$ cat src/dcf_consts.svh
// constants for the single clock block memory fifo
// assumes nothing beyond being included by its bare name
`ifndef DCF_CONSTS_SVH
`define DCF_CONSTS_SVH
`define DCF_DW 9
`define DCF_AW 4
`define DCF_MODE_NORMAL 2'h0
`define DCF_MODE_THROUGH 2'h1
`define DCF_MODE_RBW 2'h2
`define DCF_PTR_RST 1'b0
`endif

$ cat src/dcf_pkg.sv
// types shared by the fifo block
// assumes dcf_consts.svh is on the include path
`include "dcf_consts.svh"
package dcf_pkg;
  typedef enum logic [1:0] {
    DCF_NORMAL = `DCF_MODE_NORMAL,
    DCF_THROUGH = `DCF_MODE_THROUGH,
    DCF_RBW = `DCF_MODE_RBW
  } dcf_wmode_t;
  typedef struct packed {
    logic full;
    logic nfull;
    logic nempty;
    logic empty;
  } dcf_flags_t;
endpackage

$ cat src/dcf_fifo.sv
// block memory with selectable port-a write behaviour and fifo control
// assumes all inputs synchronous to MCLK_IN; one clock serves push and pop side
//
// How it works
// - port a write behaviour is selectable as normal, write-through or read-before-write.
// - in normal behaviour port a output changes only on read cycles and clears, never on writes.
// - in write-through behaviour the pushed word appears on the port a output.
// - read-before-write shows the old word and only works at 9, 18 or 36 bit widths.
// - there is a push port with data, gate and strobe and a pop port with data, gate and strobe.
// - full, nearly full, nearly empty and empty are produced inside the block.
// - full and nearly full are registered on the push side.
// - empty and nearly empty are registered on the pop side.
// - the full threshold is programmable from 1 to two to the address width minus one.
// - nearly thresholds run from 1 to full minus one and empty is fixed at zero.
// - the port a clear empties the fifo, zeroes both pointers and resets the flags.
// - the port b rewind moves only the read pointer back so held data can be read again.
// - each port output latch clears asynchronously on its own port clear.
// - the chip-wide clear resets both output latches.
`timescale 1ns/1ns
`include "dcf_consts.svh"
module dcf_fifo #(
  parameter int DW = `DCF_DW,
  parameter int AW = `DCF_AW
) (
  input wire logic MCLK_IN,
  input wire logic RESETN_IN,
  input wire logic CHIP_WIDE_CLEAR_N_IN,
  input wire logic PORT_A_FULL_CLEAR_IN,
  input wire logic PORT_B_POINTER_REWIND_IN,
  input wire dcf_pkg::dcf_wmode_t WRITE_MODE_IN,
  input wire logic [AW-1:0] FULL_THRESH_IN,
  input wire logic [AW-1:0] NEARLY_FULL_THRESH_IN,
  input wire logic [AW-1:0] NEARLY_EMPTY_THRESH_IN,
  input wire logic PUSH_SIDE_GATE_IN,
  input wire logic PUSH_STROBE_IN,
  input wire logic [DW-1:0] PUSH_DATA_IN,
  input wire logic [AW-1:0] PORT_A_ADDR_IN,
  output logic [DW-1:0] PORT_A_DATA_OUT,
  input wire logic POP_SIDE_GATE_IN,
  input wire logic OUTPUT_POP_STROBE_IN,
  output logic [DW-1:0] POP_DATA_OUT,
  output dcf_pkg::dcf_flags_t FLAGS_OUT
);
  typedef struct packed {
    logic [AW:0] wptr;
    logic [AW:0] wgray;
    logic [AW:0] rptr;
    logic [AW:0] rgray;
    logic [AW:0] rg_s1;
    logic [AW:0] rg_s2;
    logic [AW:0] wg_s1;
    logic [AW:0] wg_s2;
    dcf_pkg::dcf_flags_t flags;
  } dcf_state_t;

  localparam logic RBW_OK = (DW == 9) || (DW == 18) || (DW == 36);

  function automatic logic [AW:0] dcf_g2b(input logic [AW:0] g);
    logic [AW:0] b;
    b[AW] = g[AW];
    for (int i = AW - 1; i >= 0; i--) begin
      b[i] = b[i+1] ^ g[i];
    end
    return b;
  endfunction

  dcf_state_t st;
  dcf_state_t next_st;
  logic [DW-1:0] mem [0:(1<<AW)-1];
  logic push_ok;
  logic pop_ok;
  logic a_read;
  logic a_clr_n;
  logic b_clr_n;
  logic [AW:0] wcount;
  logic [AW:0] rcount;

  // a push or pop is only taken while its own registered flag allows it
  assign push_ok = PUSH_SIDE_GATE_IN & PUSH_STROBE_IN & ~st.flags.full & ~PORT_A_FULL_CLEAR_IN;
  assign pop_ok = POP_SIDE_GATE_IN & OUTPUT_POP_STROBE_IN & ~st.flags.empty
                  & ~PORT_A_FULL_CLEAR_IN & ~PORT_B_POINTER_REWIND_IN;
  assign a_read = PUSH_SIDE_GATE_IN & ~PUSH_STROBE_IN;
  assign a_clr_n = RESETN_IN & CHIP_WIDE_CLEAR_N_IN & ~PORT_A_FULL_CLEAR_IN;
  assign b_clr_n = RESETN_IN & CHIP_WIDE_CLEAR_N_IN & ~PORT_B_POINTER_REWIND_IN;

  always_comb begin
    next_st = st;
    // each side sees the other's gray pointer after two flops, except the write side on a rewind, which sees it at once
    next_st.rg_s1 = st.rgray;
    next_st.rg_s2 = st.rg_s1;
    next_st.wg_s1 = st.wgray;
    next_st.wg_s2 = st.wg_s1;
    if (push_ok) begin
      next_st.wptr = st.wptr + 1'b1;
    end
    if (PORT_B_POINTER_REWIND_IN) begin
      // rewind to the start of the current lap so the count never passes depth
      next_st.rptr = {st.wptr[AW], {AW{1'b0}}};
    end else if (pop_ok) begin
      next_st.rptr = st.rptr + 1'b1;
    end
    next_st.wgray = next_st.wptr ^ (next_st.wptr >> 1);
    next_st.rgray = next_st.rptr ^ (next_st.rptr >> 1);
    if (PORT_B_POINTER_REWIND_IN) begin
      // a rewind grows the count; a lagging copy would drop full and let a push overwrite held words
      next_st.rg_s1 = next_st.rgray;
      next_st.rg_s2 = next_st.rgray;
    end
    // flags are conservative: the far pointer lags by the sync delay
    wcount = next_st.wptr - dcf_g2b(PORT_B_POINTER_REWIND_IN ? next_st.rgray : st.rg_s2);
    rcount = dcf_g2b(st.wg_s2) - next_st.rptr;
    next_st.flags.full = wcount >= {1'b0, FULL_THRESH_IN};
    next_st.flags.nfull = wcount >= {1'b0, NEARLY_FULL_THRESH_IN};
    next_st.flags.empty = rcount == '0;
    next_st.flags.nempty = rcount <= {1'b0, NEARLY_EMPTY_THRESH_IN};
    if (PORT_A_FULL_CLEAR_IN) begin
      next_st = '0;
      next_st.flags.empty = 1'b1;
      next_st.flags.nempty = 1'b1;
    end
  end

  always_ff @(posedge MCLK_IN or negedge RESETN_IN) begin
    if (!RESETN_IN) begin
      st <= '0;
      st.flags.empty <= 1'b1;
      st.flags.nempty <= 1'b1;
    end else begin
      st <= next_st;
    end
  end

  // storage has no reset; the clears act only on pointers, flags and output latches
  always_ff @(posedge MCLK_IN) begin
    if (push_ok) begin
      mem[st.wptr[AW-1:0]] <= PUSH_DATA_IN;
    end
  end

  always_ff @(posedge MCLK_IN or negedge a_clr_n) begin
    if (!a_clr_n) begin
      PORT_A_DATA_OUT <= '0;
    end else if (push_ok) begin
      case (WRITE_MODE_IN)
        dcf_pkg::DCF_THROUGH: PORT_A_DATA_OUT <= PUSH_DATA_IN;
        dcf_pkg::DCF_RBW: begin
          // widths other than 9, 18 or 36 fall back to normal behaviour
          if (RBW_OK) begin
            PORT_A_DATA_OUT <= mem[st.wptr[AW-1:0]];
          end
        end
        default: PORT_A_DATA_OUT <= PORT_A_DATA_OUT;
      endcase
    end else if (a_read) begin
      PORT_A_DATA_OUT <= mem[PORT_A_ADDR_IN];
    end
  end

  always_ff @(posedge MCLK_IN or negedge b_clr_n) begin
    if (!b_clr_n) begin
      POP_DATA_OUT <= '0;
    end else if (pop_ok) begin
      POP_DATA_OUT <= mem[st.rptr[AW-1:0]];
    end
  end

  // packet tracking for replay lies with the user logic; the rewind alone is provided
  assign FLAGS_OUT = st.flags;
endmodule

$ cat config.mk
export PLATFORM = sky130hd
export DESIGN_NAME = dcf_fifo
export DESIGN_NICKNAME = d
export VERILOG_FILES = /design/src/dcf_pkg.sv /design/src/dcf_fifo.sv
export VERILOG_INCLUDE_DIRS = /design/src
export SDC_FILE = /design/constraint.sdc
export NUM_CORES = 1
export LEC_CHECK = 0
export ABC_AREA = 1
export BUFFER_PORTS_ARGS = -buffer_cell sky130_fd_sc_hd__buf_2
export CORE_ASPECT_RATIO = 0.8
export CORE_UTILIZATION = 67
export CTS_CLUSTER_SIZE = 14
export DETAILED_ROUTE_END_ITERATION = 8
export GPL_ROUTABILITY_DRIVEN = 0
export PLACE_DENSITY = 0.85
export SKIP_CTS_REPAIR_TIMING = 1
export SLEW_MARGIN = 10
export SYNTH_ARGS = -nofsm -noshare
export SYNTH_HDL_FRONTEND = slang
export SYNTH_SLANG_ARGS = --single-unit
$ cat constraint.sdc
create_clock -name MCLK_IN -period 9.35 [get_ports MCLK_IN]
set_clock_uncertainty 0.15 [all_clocks]
set_input_delay 1.4025 -clock MCLK_IN [delete_from_list [all_inputs] [get_ports MCLK_IN]]
set_output_delay 1.4025 -clock MCLK_IN [all_outputs]
set_load 0.1 [all_outputs]
==> flow_summary.yaml, run 1 <==
setup_path:
  worstSetupStartpointType: "primary input"
  rr_endpoint: "FLAGS_OUT[3]$_DFF_PN0_"
  timing.rr.start: "st[40]$_DFF_PN0_"
  crit_end: "FLAGS_OUT[3]$_DFF_PN0_"
  critPathMaxFanout: 34
  worstSetupStartpoint: "PORT_A_FULL_CLEAR_IN"
  end_kind: "flop"
  crit_type: "primary input to flop"
  worstPathCellList: "buf_2 > nor3_4 > inv_2 > nand2_1 > nand2_1 > ha_1 > fa_1 > inv_1 > ha_1 > a21boi_0 > o21a_1 > o21ai_0 > a31oi_1"
  ff2ff_path_depth: 13
  worst_path_max_delay_cell: "fa_1"
  worstPathArrival_ns: 4.46
  path_depth: 13
  crit_family: "adder cells"
  reg2reg_slack_ns: 5.35
  cpPeakStageDelay_ns: 0.56
  cp.required_ns: 9.53
  worst-path-buf-inv: 3
clock_tree:
  htreeDepth: 1
  cts_buffers: 21
  clock_sinks: 204
  cts_buffer_depth: 3
  cts_tree: "built"
  clk_pin_slew_ns: 0.06
  clock-root-buffer: "clkbuf_16"
  clkLatencyLatePin_ns: 0.51
synthesis:
  synth_fa_ha_area_share_pct: 2.942
  syn_avg_cell_area_um2: 8.524
  synth_compound_area_share_pct: 22.67
  ys_warn_count: 0
  ys_async_sr_fraction_pct: 29.41
  netlist_area_um2: 11570
  syn_nets: 1419
  ys_seq_area_share_pct: 50.38
  synth-seq-cells: 204
  synth_top_family_by_area: "compound AO/OA/AOI/OAI gates"
  synth-main-ff-cell: "edfxtp_1"
  yosys.area_share.xor_xnor_pct: 0.9843
  yosys.area_share.simple_pct: 15.19
  synth_edf_count: 144
  syn_inst: 1357
  synthMuxAreaShare_pct: 0.6923
  ys_types: 47
routing:
  avgRoutedWirePerCell_um: 22.14
  viasPerCell: 6.792
  drtAntennaViolNets: 0
  drtIter0Drc: 1841
  finalWirelength_mm: 35.21
  dr.pass1.iters: 6
  vias: 10800
  post-route-drc-count: 0
floorplanning:
  row_count: 42
  ioPinCount: 58
  die_h_um: 119.5
  die_w_um: 148.9
  die_area_um2: 17800
  start_util_pct: 69.22
  design.core.area_um2: 16710
sta:
  rsz0062_at_grt: "false"
  hold_violations: 0
  setup_ws_ns: 5.073
  fmax_ghz: 0.2338
  tightest_slew_ns: 1.390
  timing.hold.ws_ns: 0.3077
  fin_tns_setup_ns: 0
  fin_crit_ns: 4.277
  finalSetupViolCount: 0
  maxSlewViolCount: 0
  relSlewSlack_pct: 7.016
  fin_crit_sh_pct: 45.74
run:
  maxCapViolations: 0
outcome:
  status: "completed"
power:
  p_leak_nw: 4.906
  peakVddDrop_mv: 0.1398
  power_density_nw_per_um2: 167.9
placement:
  portBuffers: 57
  place_hpwl_mm: 21.38
  dp_slack_ns: 4.678
  dpl_cell_area_um2: 11810
layout:
  regArea_um2: 5833
  area_growth_pct: 7.593
  finalNetCount: 1418
  drive_above_1_share_pct: 9.635
  multiInputGateArea_um2: 4921
  nFillCells: 1206
  diodes: 0
  mostFrequentLayoutCells: "o21ai_0, nor2_1, nand2_1"
  postLayoutCellArea_um2: 12450
  layout_commonest_cell: "o21ai_0"
global_route:
  grt_pass1_vias: 10280
  grt_max_degree: 103
  grt_pass1_wl_mm: 54.99
  grt_use_total_pct: 40.47
  grt-ovfl-total: 0
  antenna_found_initial: 0
worst_hold_path:
  hp-class: "flop to flop"
-- state kept, by name, summed over array words and instances, names as in the netlist --
| signal | count |
|---|---|
| FLAGS_OUT | 4 |
| POP_DATA_OUT | 9 |
| mem | 144 |
| PORT_A_DATA_OUT | 9 |
| st | 38 |
-- cell usage after synthesis, types with 2 or more instances --
cell      number  area (um2)
nor3_1         4       20.02
dfstp_2        2       52.55
edfxtp_1     144        4324
a31oi_1        2       12.51
o21ai_0      263        1316
a21oi_1       99       495.5
clkbuf_1      48       180.2
nand3_1       33       165.2
a31o_2         5       43.79
buf_1          5       18.77
nand2_2        2       12.51
o22a_1         3       26.28
o22ai_1       15       93.84
buf_4          6       45.04
or2_2          2       12.51
o21a_1         6       45.04
inv_1         96       360.4
xor2_1         7       61.31
nor2_1       195       732.0
o221ai_1      12       105.1
nand4_1       10       62.56
clkinv_1       3       11.26
xnor2_1        6       52.55
buf_2         33       165.2
nand2_1      180       675.7
dfrtp_1       58        1451
a21boi_0       2       15.01
inv_2          6       22.52
fa_1           2       40.04
ha_1          24       300.3
o211ai_1      51       382.9
nand3_2        2       20.02
nor2_2         2       12.51
o21ai_1        9       45.04
mux2i_1        8       80.08
-- cell families after synthesis --
family | count (synthesis)
mux | 8
fa+ha+maj | 26
buf+inv | 200
xor+xnor | 13
simple gates | 434
flops | 204
compound gates | 472
-- cell type report --
class | instances | share of cell area (%)
sequential | 204 | 46.87
multi-input combinational | 953 | 39.54
clock buffer | 30 | 4.846
clock inverter | 7 | 0.2413
tap | 220 | 2.212
inverter | 106 | 3.217
timing repair buffer | 70 | 3.076
-- worst min path at each step --
| stage | from | to | slack [ns] | cells after the start |
|---|---|---|---|---|
| final | st[12]$_DFF_PN0_ | st[7]$_DFF_PN0_ | 0.31 | 2 |
| after global routing | st[35]$_DFF_PN0_ | st[10]$_DFF_PN0_ | 0.33 | 2 |
| after CTS | st[10]$_DFF_PN0_ | st[5]$_DFF_PN0_ | 0.31 | 2 |
| after detailed placement | st[10]$_DFF_PN0_ | st[5]$_DFF_PN0_ | 0.30 | 2 |
| after global placement | st[12]$_DFF_PN0_ | st[7]$_DFF_PN0_ | 0.29 | 2 |
| after floorplan | st[35]$_DFF_PN0_ | st[10]$_DFF_PN0_ | 0.28 | 2 |
-- power by group --
part	total [mW]	leakage, nW	internal, mW	switching [mW]
combinational	0.296	2.49	0.0572	0.238
clock	0.793	0.315	0.447	0.347
sequential	1.00	2.10	0.988	0.0130
-- metrics by stage --
step	power (mW)	util [%]	instances
after detailed placement	1.307	70.64	1553
after CTS	2.083	74.43	1590
after floorplan	1.232	-	1357
after global routing	2.132	74.48	1590
final	2.090	74.48	1590
after global placement	1.300	70.64	1553
-- routing by layer --
metal / GRT usage (%) / vias up / part of all wire (%)
li1: - / 4716 / -
met1: 54.81 / 4971 / 36
met2: 60.49 / 911 / 44
met3: 11.52 / 202 / 15
met4: 18.88 / 0 / 5.2
met5: 0 / - / 0
-- worst reg2reg max path, delay by kind of cell, from the launching register on --
kind                     cells  cell delay (ns)
flip-flops                   1             0.35
AO/OA/AOI/OAI                5             0.78
adder cells (fa/ha/maj)      3             1.22
buffers and inverters        5             1.34
Power figures use the tool's default switching activity.
==> inputs of run 2 (changes only) <==
- CORE_UTILIZATION: 67 -> 62
- PLACE_DENSITY: 0.85 -> 0.8
- clock period: 9.35 -> 3.94 ns (I/O delays scaled with it)
==> run 2 against run 1 <==
Clock power grew to 2.6 times the previous value. Critical endpoint is now FLAGS_OUT[1]$_DFF_PN1_. Non-clock buffer count is 30 higher. Highest routed layer unchanged. Utilization fell by 4.3 points. Critical path type is now flop to flop. Critical path depth increased by 8. Final cell count up 4.0%. Worst hold slack got worse by 0.23 ns. Worst setup slack worse by 4.6 ns. Combinational power increased by 140%.
==> flow_summary.yaml, run 2 (same netlist as run 1, synthesis figures left out) <==
global_route:
  grt_pass1_wl_mm: 53.81
  grt_max_degree: 90
  grt-ovfl-total: 0
  grt_use_total_pct: 36.88
  antenna_found_initial: 0
  grt_pass1_vias: 9988
layout:
  area_growth_pct: 10.58
  postLayoutCellArea_um2: 12790
  drive_above_1_share_pct: 11.71
  nFillCells: 1389
  largest_register_ffs: 144
  postLayoutCoreUtil_pct: 70.19
  finalNetCount: 1448
  mostFrequentLayoutCells: "o21ai_0, nor2_1, nand2_1"
  layout_commonest_cell: "o21ai_0"
  diodes: 0
setup_path:
  critPathMaxFanout: 3
  cpPeakStageDelay_ns: 0.46
  cp.required_ns: 4.24
  worst_path_max_delay_cell: "fa_1"
  ff2ff_path_depth: 21
  crit_end: "FLAGS_OUT[1]$_DFF_PN1_"
  reg2reg_slack_ns: 0.52
  worstPathArrival_ns: 3.72
  rr_endpoint: "FLAGS_OUT[1]$_DFF_PN1_"
  end_kind: "flop"
  worstPathCellList: "inv_1 > nand2_1 > nand2_1 > nand2_1 > nand2_1 > xnor2_1 > xnor2_1 > ha_1 > inv_1 > fa_1 > inv_1 > nand2_1 > nand2_1 > inv_1 > ha_1 > a21oi_1 > o21ai_0 > and2_1 > o21ai_0 > nand3_1 > nand2_1"
  crit_type: "flop to flop"
  worstSetupStartpoint: "st[8]$_DFF_PN0_"
  worstSetupStartpointType: "flop"
  timing.rr.start: "st[8]$_DFF_PN0_"
  path_common_cell: "nand2_1"
sta:
  fmax_ghz: 0.2924
  hold_violations: 0
  maxSlewViolCount: 0
  rsz0062_at_grt: "false"
  fin_tns_setup_ns: 0
  fin_crit_ns: 3.420
  finalSetupViolCount: 0
  timing.hold.ws_ns: 0.08163
  fin_crit_sh_pct: 86.79
  relSlewSlack_pct: 35.65
  tightest_slew_ns: 0.9617
routing:
  post-route-drc-count: 0
  viasPerCell: 6.443
  drtIter0Drc: 1485
  finalWirelength_mm: 34.73
  avgRoutedWirePerCell_um: 21.01
  drtAntennaViolNets: 0
  dr.pass1.iters: 7
  vias: 10650
clock_tree:
  clock_sinks: 204
  clkLatencyLatePin_ns: 0.51
  cts_buffer_depth: 3
  cts_tree: "built"
  clock-root-buffer: "clkbuf_16"
  clk_pin_slew_ns: 0.07
  cts_buffers: 21
  htreeDepth: 1
floorplanning:
  start_util_pct: 63.48
  ioPinCount: 58
  die_area_um2: 19210
  design.core.area_um2: 18220
  row_count: 44
  die_w_um: 154.7
  die_h_um: 124.2
placement:
  portBuffers: 57
  place_hpwl_mm: 22.04
  dpl_cell_area_um2: 12070
run:
  maxCapViolations: 0
power:
  peakVddDrop_mv: 0.3244
  power_density_nw_per_um2: 401.9
  p_leak_nw: 5.106
  power_mw: 5.141
worst_hold_path:
  hp-class: "primary input to asynchronous set/reset pin"
outcome:
  status: "completed"
==> run 2: cell types whose count changed in the layout (fill, tap and decap cells not counted) <==
cell,previous run,this run
inv_4,1,3
nor2_1,192,195
nor2_2,5,2
clkinv_2,3,1
clkbuf_1,4,3
clkbuf_16,21,24
clkinv_1,7,3
buf_4,13,43
clkbuf_8,4,6
==> run 2: critical path, delay by kind of cell, from the launching register on <==
family	cells	cell delay, ns
fa+ha+maj	3	0.93
simple gates	9	0.74
xor+xnor	2	0.56
compound gates	3	0.38
flops	1	0.37
buf+inv	4	0.25
==> run 2: final cells by class <==
type	instances	area, um2	share of cell area [%]
tap	253	316.6	2.475
inverter	106	400.4	3.130
multi-input combinational	953	4913	38.41
timing repair buffer	100	608.1	4.754
clock buffer	34	701.9	5.488
sequential	204	5833	45.60
clock inverter	3	17.52	0.1369
==> run 2: power breakdown <==
group | internal [mW] | leakage [nW] | total (mW) | switching [mW]
logic | 0.141 | 2.64 | 0.702 | 0.561
clock network | 1.22 | 0.360 | 2.06 | 0.841
registers | 2.34 | 2.10 | 2.38 | 0.0325
==> run 2: how the worst min path moves through the flow <==
stage / from / to / slack [ns] / cells after the start
2_1_floorplan: RESETN_IN / FLAGS_OUT[2]$_DFF_PN0_ / 0.15 / 0
3_3_place_gp: st[36]$_DFF_PN0_ / st[11]$_DFF_PN0_ / 0.29 / 2
3_5_place_dp: st[37]$_DFF_PN0_ / st[12]$_DFF_PN0_ / 0.30 / 2
4_1_cts: CHIP_WIDE_CLEAR_N_IN / POP_DATA_OUT[2]$_DFFE_PN0N_ / 0.08 / 4
5_1_grt: RESETN_IN / FLAGS_OUT[2]$_DFF_PN0_ / 0.17 / 1
6_report: RESETN_IN / st[36]$_DFF_PN0_ / 0.08 / 1
==> run 2: routing by layer <==
| metal | wire, um | track usage, % | part of all wire [%] |
|---|---|---|---|
| met1 | 13980 | 51.20 | 40 |
| met2 | 14880 | 56.11 | 43 |
| met3 | 4468 | 8.907 | 13 |
| met4 | 1398 | 15.22 | 4.0 |
| met5 | 0 | 0 | 0 |
==> run 2: per-stage QoR <==
| step | std cells | setup slack [ns] |
|---|---|---|
| floorplan | 1357 | 0.8682 |
| global placement | 1616 | 0.5210 |
| detailed placement | 1616 | 0.4070 |
| CTS | 1653 | 0.5315 |
| global route | 1653 | 0.1672 |
| finish | 1653 | 0.5203 |
==> inputs of run 3 (changes only) <==
- clock period: 3.94 -> 3.8 ns (I/O delays scaled with it)
==> run 3 against run 2 <==
Die area unchanged. Via count down 0.74%. Clock-buffer cell count unchanged. Clock power grew 2%. Routed wire length fell by 0.45%. Final cell count about the same. Non-clock buffer count decreased by 1. First-iteration DRC count rose by 5.6%. Register-to-register slack lost 0.08 ns. Fmax up 1.7%. Worst hold slack got worse by 0.027 ns. Highest routed layer unchanged.
==> flow_summary.yaml, run 3 (same netlist as run 1, synthesis figures left out) <==
floorplanning:
  design.core.area_um2: 18220
  die_h_um: 124.2
  ioPinCount: 58
  die_w_um: 154.7
  start_util_pct: 63.48
  die_area_um2: 19210
  row_count: 44
power:
  p_sw_share_pct: 27.71
  p_leak_nw: 5.082
  clkPwrFrac_pct: 39.7
  peakVddDrop_mv: 0.3411
  p_seq_share_pct: 46.6
  p_int_mw: 3.823
  power_density_nw_per_um2: 414.5
  power_switching_mw: 1.465
  combPwrFrac_pct: 13.7
routing:
  dr.pass1.iters: 6
  avgRoutedWirePerCell_um: 20.93
  finalWirelength_mm: 34.57
  vias: 10570
  post-route-drc-count: 0
  drtIter0Drc: 1568
  viasPerCell: 6.399
  drtAntennaViolNets: 0
global_route:
  grt_pass1_vias: 9978
  antenna_found_initial: 0
  grt_pass1_wl_mm: 54.70
  grt_use_total_pct: 37.56
  grt-ovfl-total: 0
  grt_max_degree: 100
layout:
  mostFrequentLayoutCells: "o21ai_0, nor2_1, nand2_1"
  drive_above_1_share_pct: 11.44
  nFillCells: 1403
  finalNetCount: 1447
  area_growth_pct: 10.30
  postLayoutCellArea_um2: 12760
  regArea_um2: 5833
  multiInputGateArea_um2: 4913
  layout_commonest_cell: "o21ai_0"
  largest_register_ffs: 144
  postLayoutCoreUtil_pct: 70.02
  diodes: 0
sta:
  maxSlewViolCount: 0
  fmax_ghz: 0.2975
  fin_tns_setup_ns: 0
  relSlewSlack_pct: 30.46
  tightest_slew_ns: 1.043
  hold_violations: 0
  finalSetupViolCount: 0
  fin_crit_ns: 3.361
  fin_crit_sh_pct: 88.45
  rsz0062_at_grt: "false"
clock_tree:
  clk_pin_slew_ns: 0.06
  clock-root-buffer: "clkbuf_16"
  cts_buffer_depth: 3
  clkLatencyLatePin_ns: 0.50
  clock_sinks: 204
  cts_buffers: 21
  cts_tree: "built"
  htreeDepth: 1
setup_path:
  cpPeakStageDelay_ns: 0.45
  worstPathCellList: "inv_1 > nand2_1 > nand2_1 > nand2_1 > nand2_1 > xnor2_1 > xnor2_1 > ha_1 > inv_1 > fa_1 > inv_1 > nand2_1 > nand2_1 > inv_1 > ha_1 > a21oi_1 > o21ai_0 > and2_1 > o21ai_0 > nand3_1 > nand2_1"
  cp.required_ns: 4.09
  worstSetupStartpointType: "flop"
  worstPathArrival_ns: 3.66
  crit_type: "flop to flop"
  worstSetupStartpoint: "st[8]$_DFF_PN0_"
  worst_path_max_delay_cell: "fa_1"
  timing.rr.start: "st[8]$_DFF_PN0_"
  path_common_cell: "nand2_1"
  ff2ff_path_depth: 21
  critPathMaxFanout: 3
  end_kind: "flop"
placement:
  portBuffers: 57
  place_hpwl_mm: 21.76
  dpl_cell_area_um2: 12060
outcome:
  status: "completed"
worst_hold_path:
  hp-class: "primary input to asynchronous set/reset pin"
run:
  maxCapViolations: 0
[run 3: changes by cell type in the layout (fill, tap and decap cells not counted), sizes merged]
cell / previous run / this run
clkinv: 4 / 5
inv: 105 / 103
buf: 100 / 99
bufinv: 0 / 1
[run 3: stage by stage]
stage	hold slack [ns]	power, mW	setup slack, ns	instances
final	0.05427	5.288	0.4390	1652
after CTS	0.05538	5.282	0.4340	1652
after detailed placement	0.3041	3.223	0.3286	1615
after global placement	0.2888	3.214	0.3972	1615
after floorplan	0.1244	3.030	0.7357	1357
after global routing	0.08773	5.421	0.07629	1652
[run 3: path summary, 6_finish.rpt]
kind	endpoint	slack, ns
max	FLAGS_OUT[1]$_DFF_PN1_	0.44
min	POP_DATA_OUT[6]$_DFFE_PN0N_	0.05
max reg2reg	FLAGS_OUT[1]$_DFF_PN1_	0.44
min reg2reg	st[8]$_DFF_PN0_	0.32
max in group asynchronous	PORT_A_DATA_OUT[4]$_DFFE_PN0P_	2.52
min in group MCLK_IN	st[23]$_DFF_PN0_	0.32
[run 3: area by class of cell]
class | count | share of cell area, %
clock inverter | 3 | 0.3138
clock buffer | 34 | 5.129
multi-input combinational | 953 | 38.51
tap | 253 | 2.481
inverter | 106 | 3.138
timing repair buffer | 99 | 4.707
sequential | 204 | 45.72
[run 3: power groups by stage]
stage	Clock (mW)	Sequential, mW	Combinational [mW]
4_1_cts	2.10	2.46	0.718
5_1_grt	2.19	2.46	0.771
6_report	2.10	2.46	0.727
3_3_place_gp	0	2.51	0.705
2_1_floorplan	0	2.76	0.266
3_5_place_dp	0	2.51	0.714
[run 3: per-layer routing]
| metal | wire [um] | track usage [%] | vias up |
|---|---|---|---|
| met4 | 1503 | 15.78 | 0 |
| met3 | 4618 | 9.116 | 140 |
| met2 | 14850 | 56.65 | 775 |
| met5 | 0 | 0 | - |
| li1 | - | - | 4779 |
| met1 | 13600 | 52.36 | 4877 |
[run 3: worst max-delay path: cells and delay by family, from the launching register on]
| family | cells | cell delay (ns) |
|---|---|---|
| flip-flops | 1 | 0.36 |
| buffers and inverters | 4 | 0.25 |
| adder cells (fa/ha/maj) | 3 | 0.92 |
| AND/OR/NAND/NOR | 9 | 0.70 |
| AO/OA/AOI/OAI | 3 | 0.36 |
| XOR/XNOR | 2 | 0.55 |
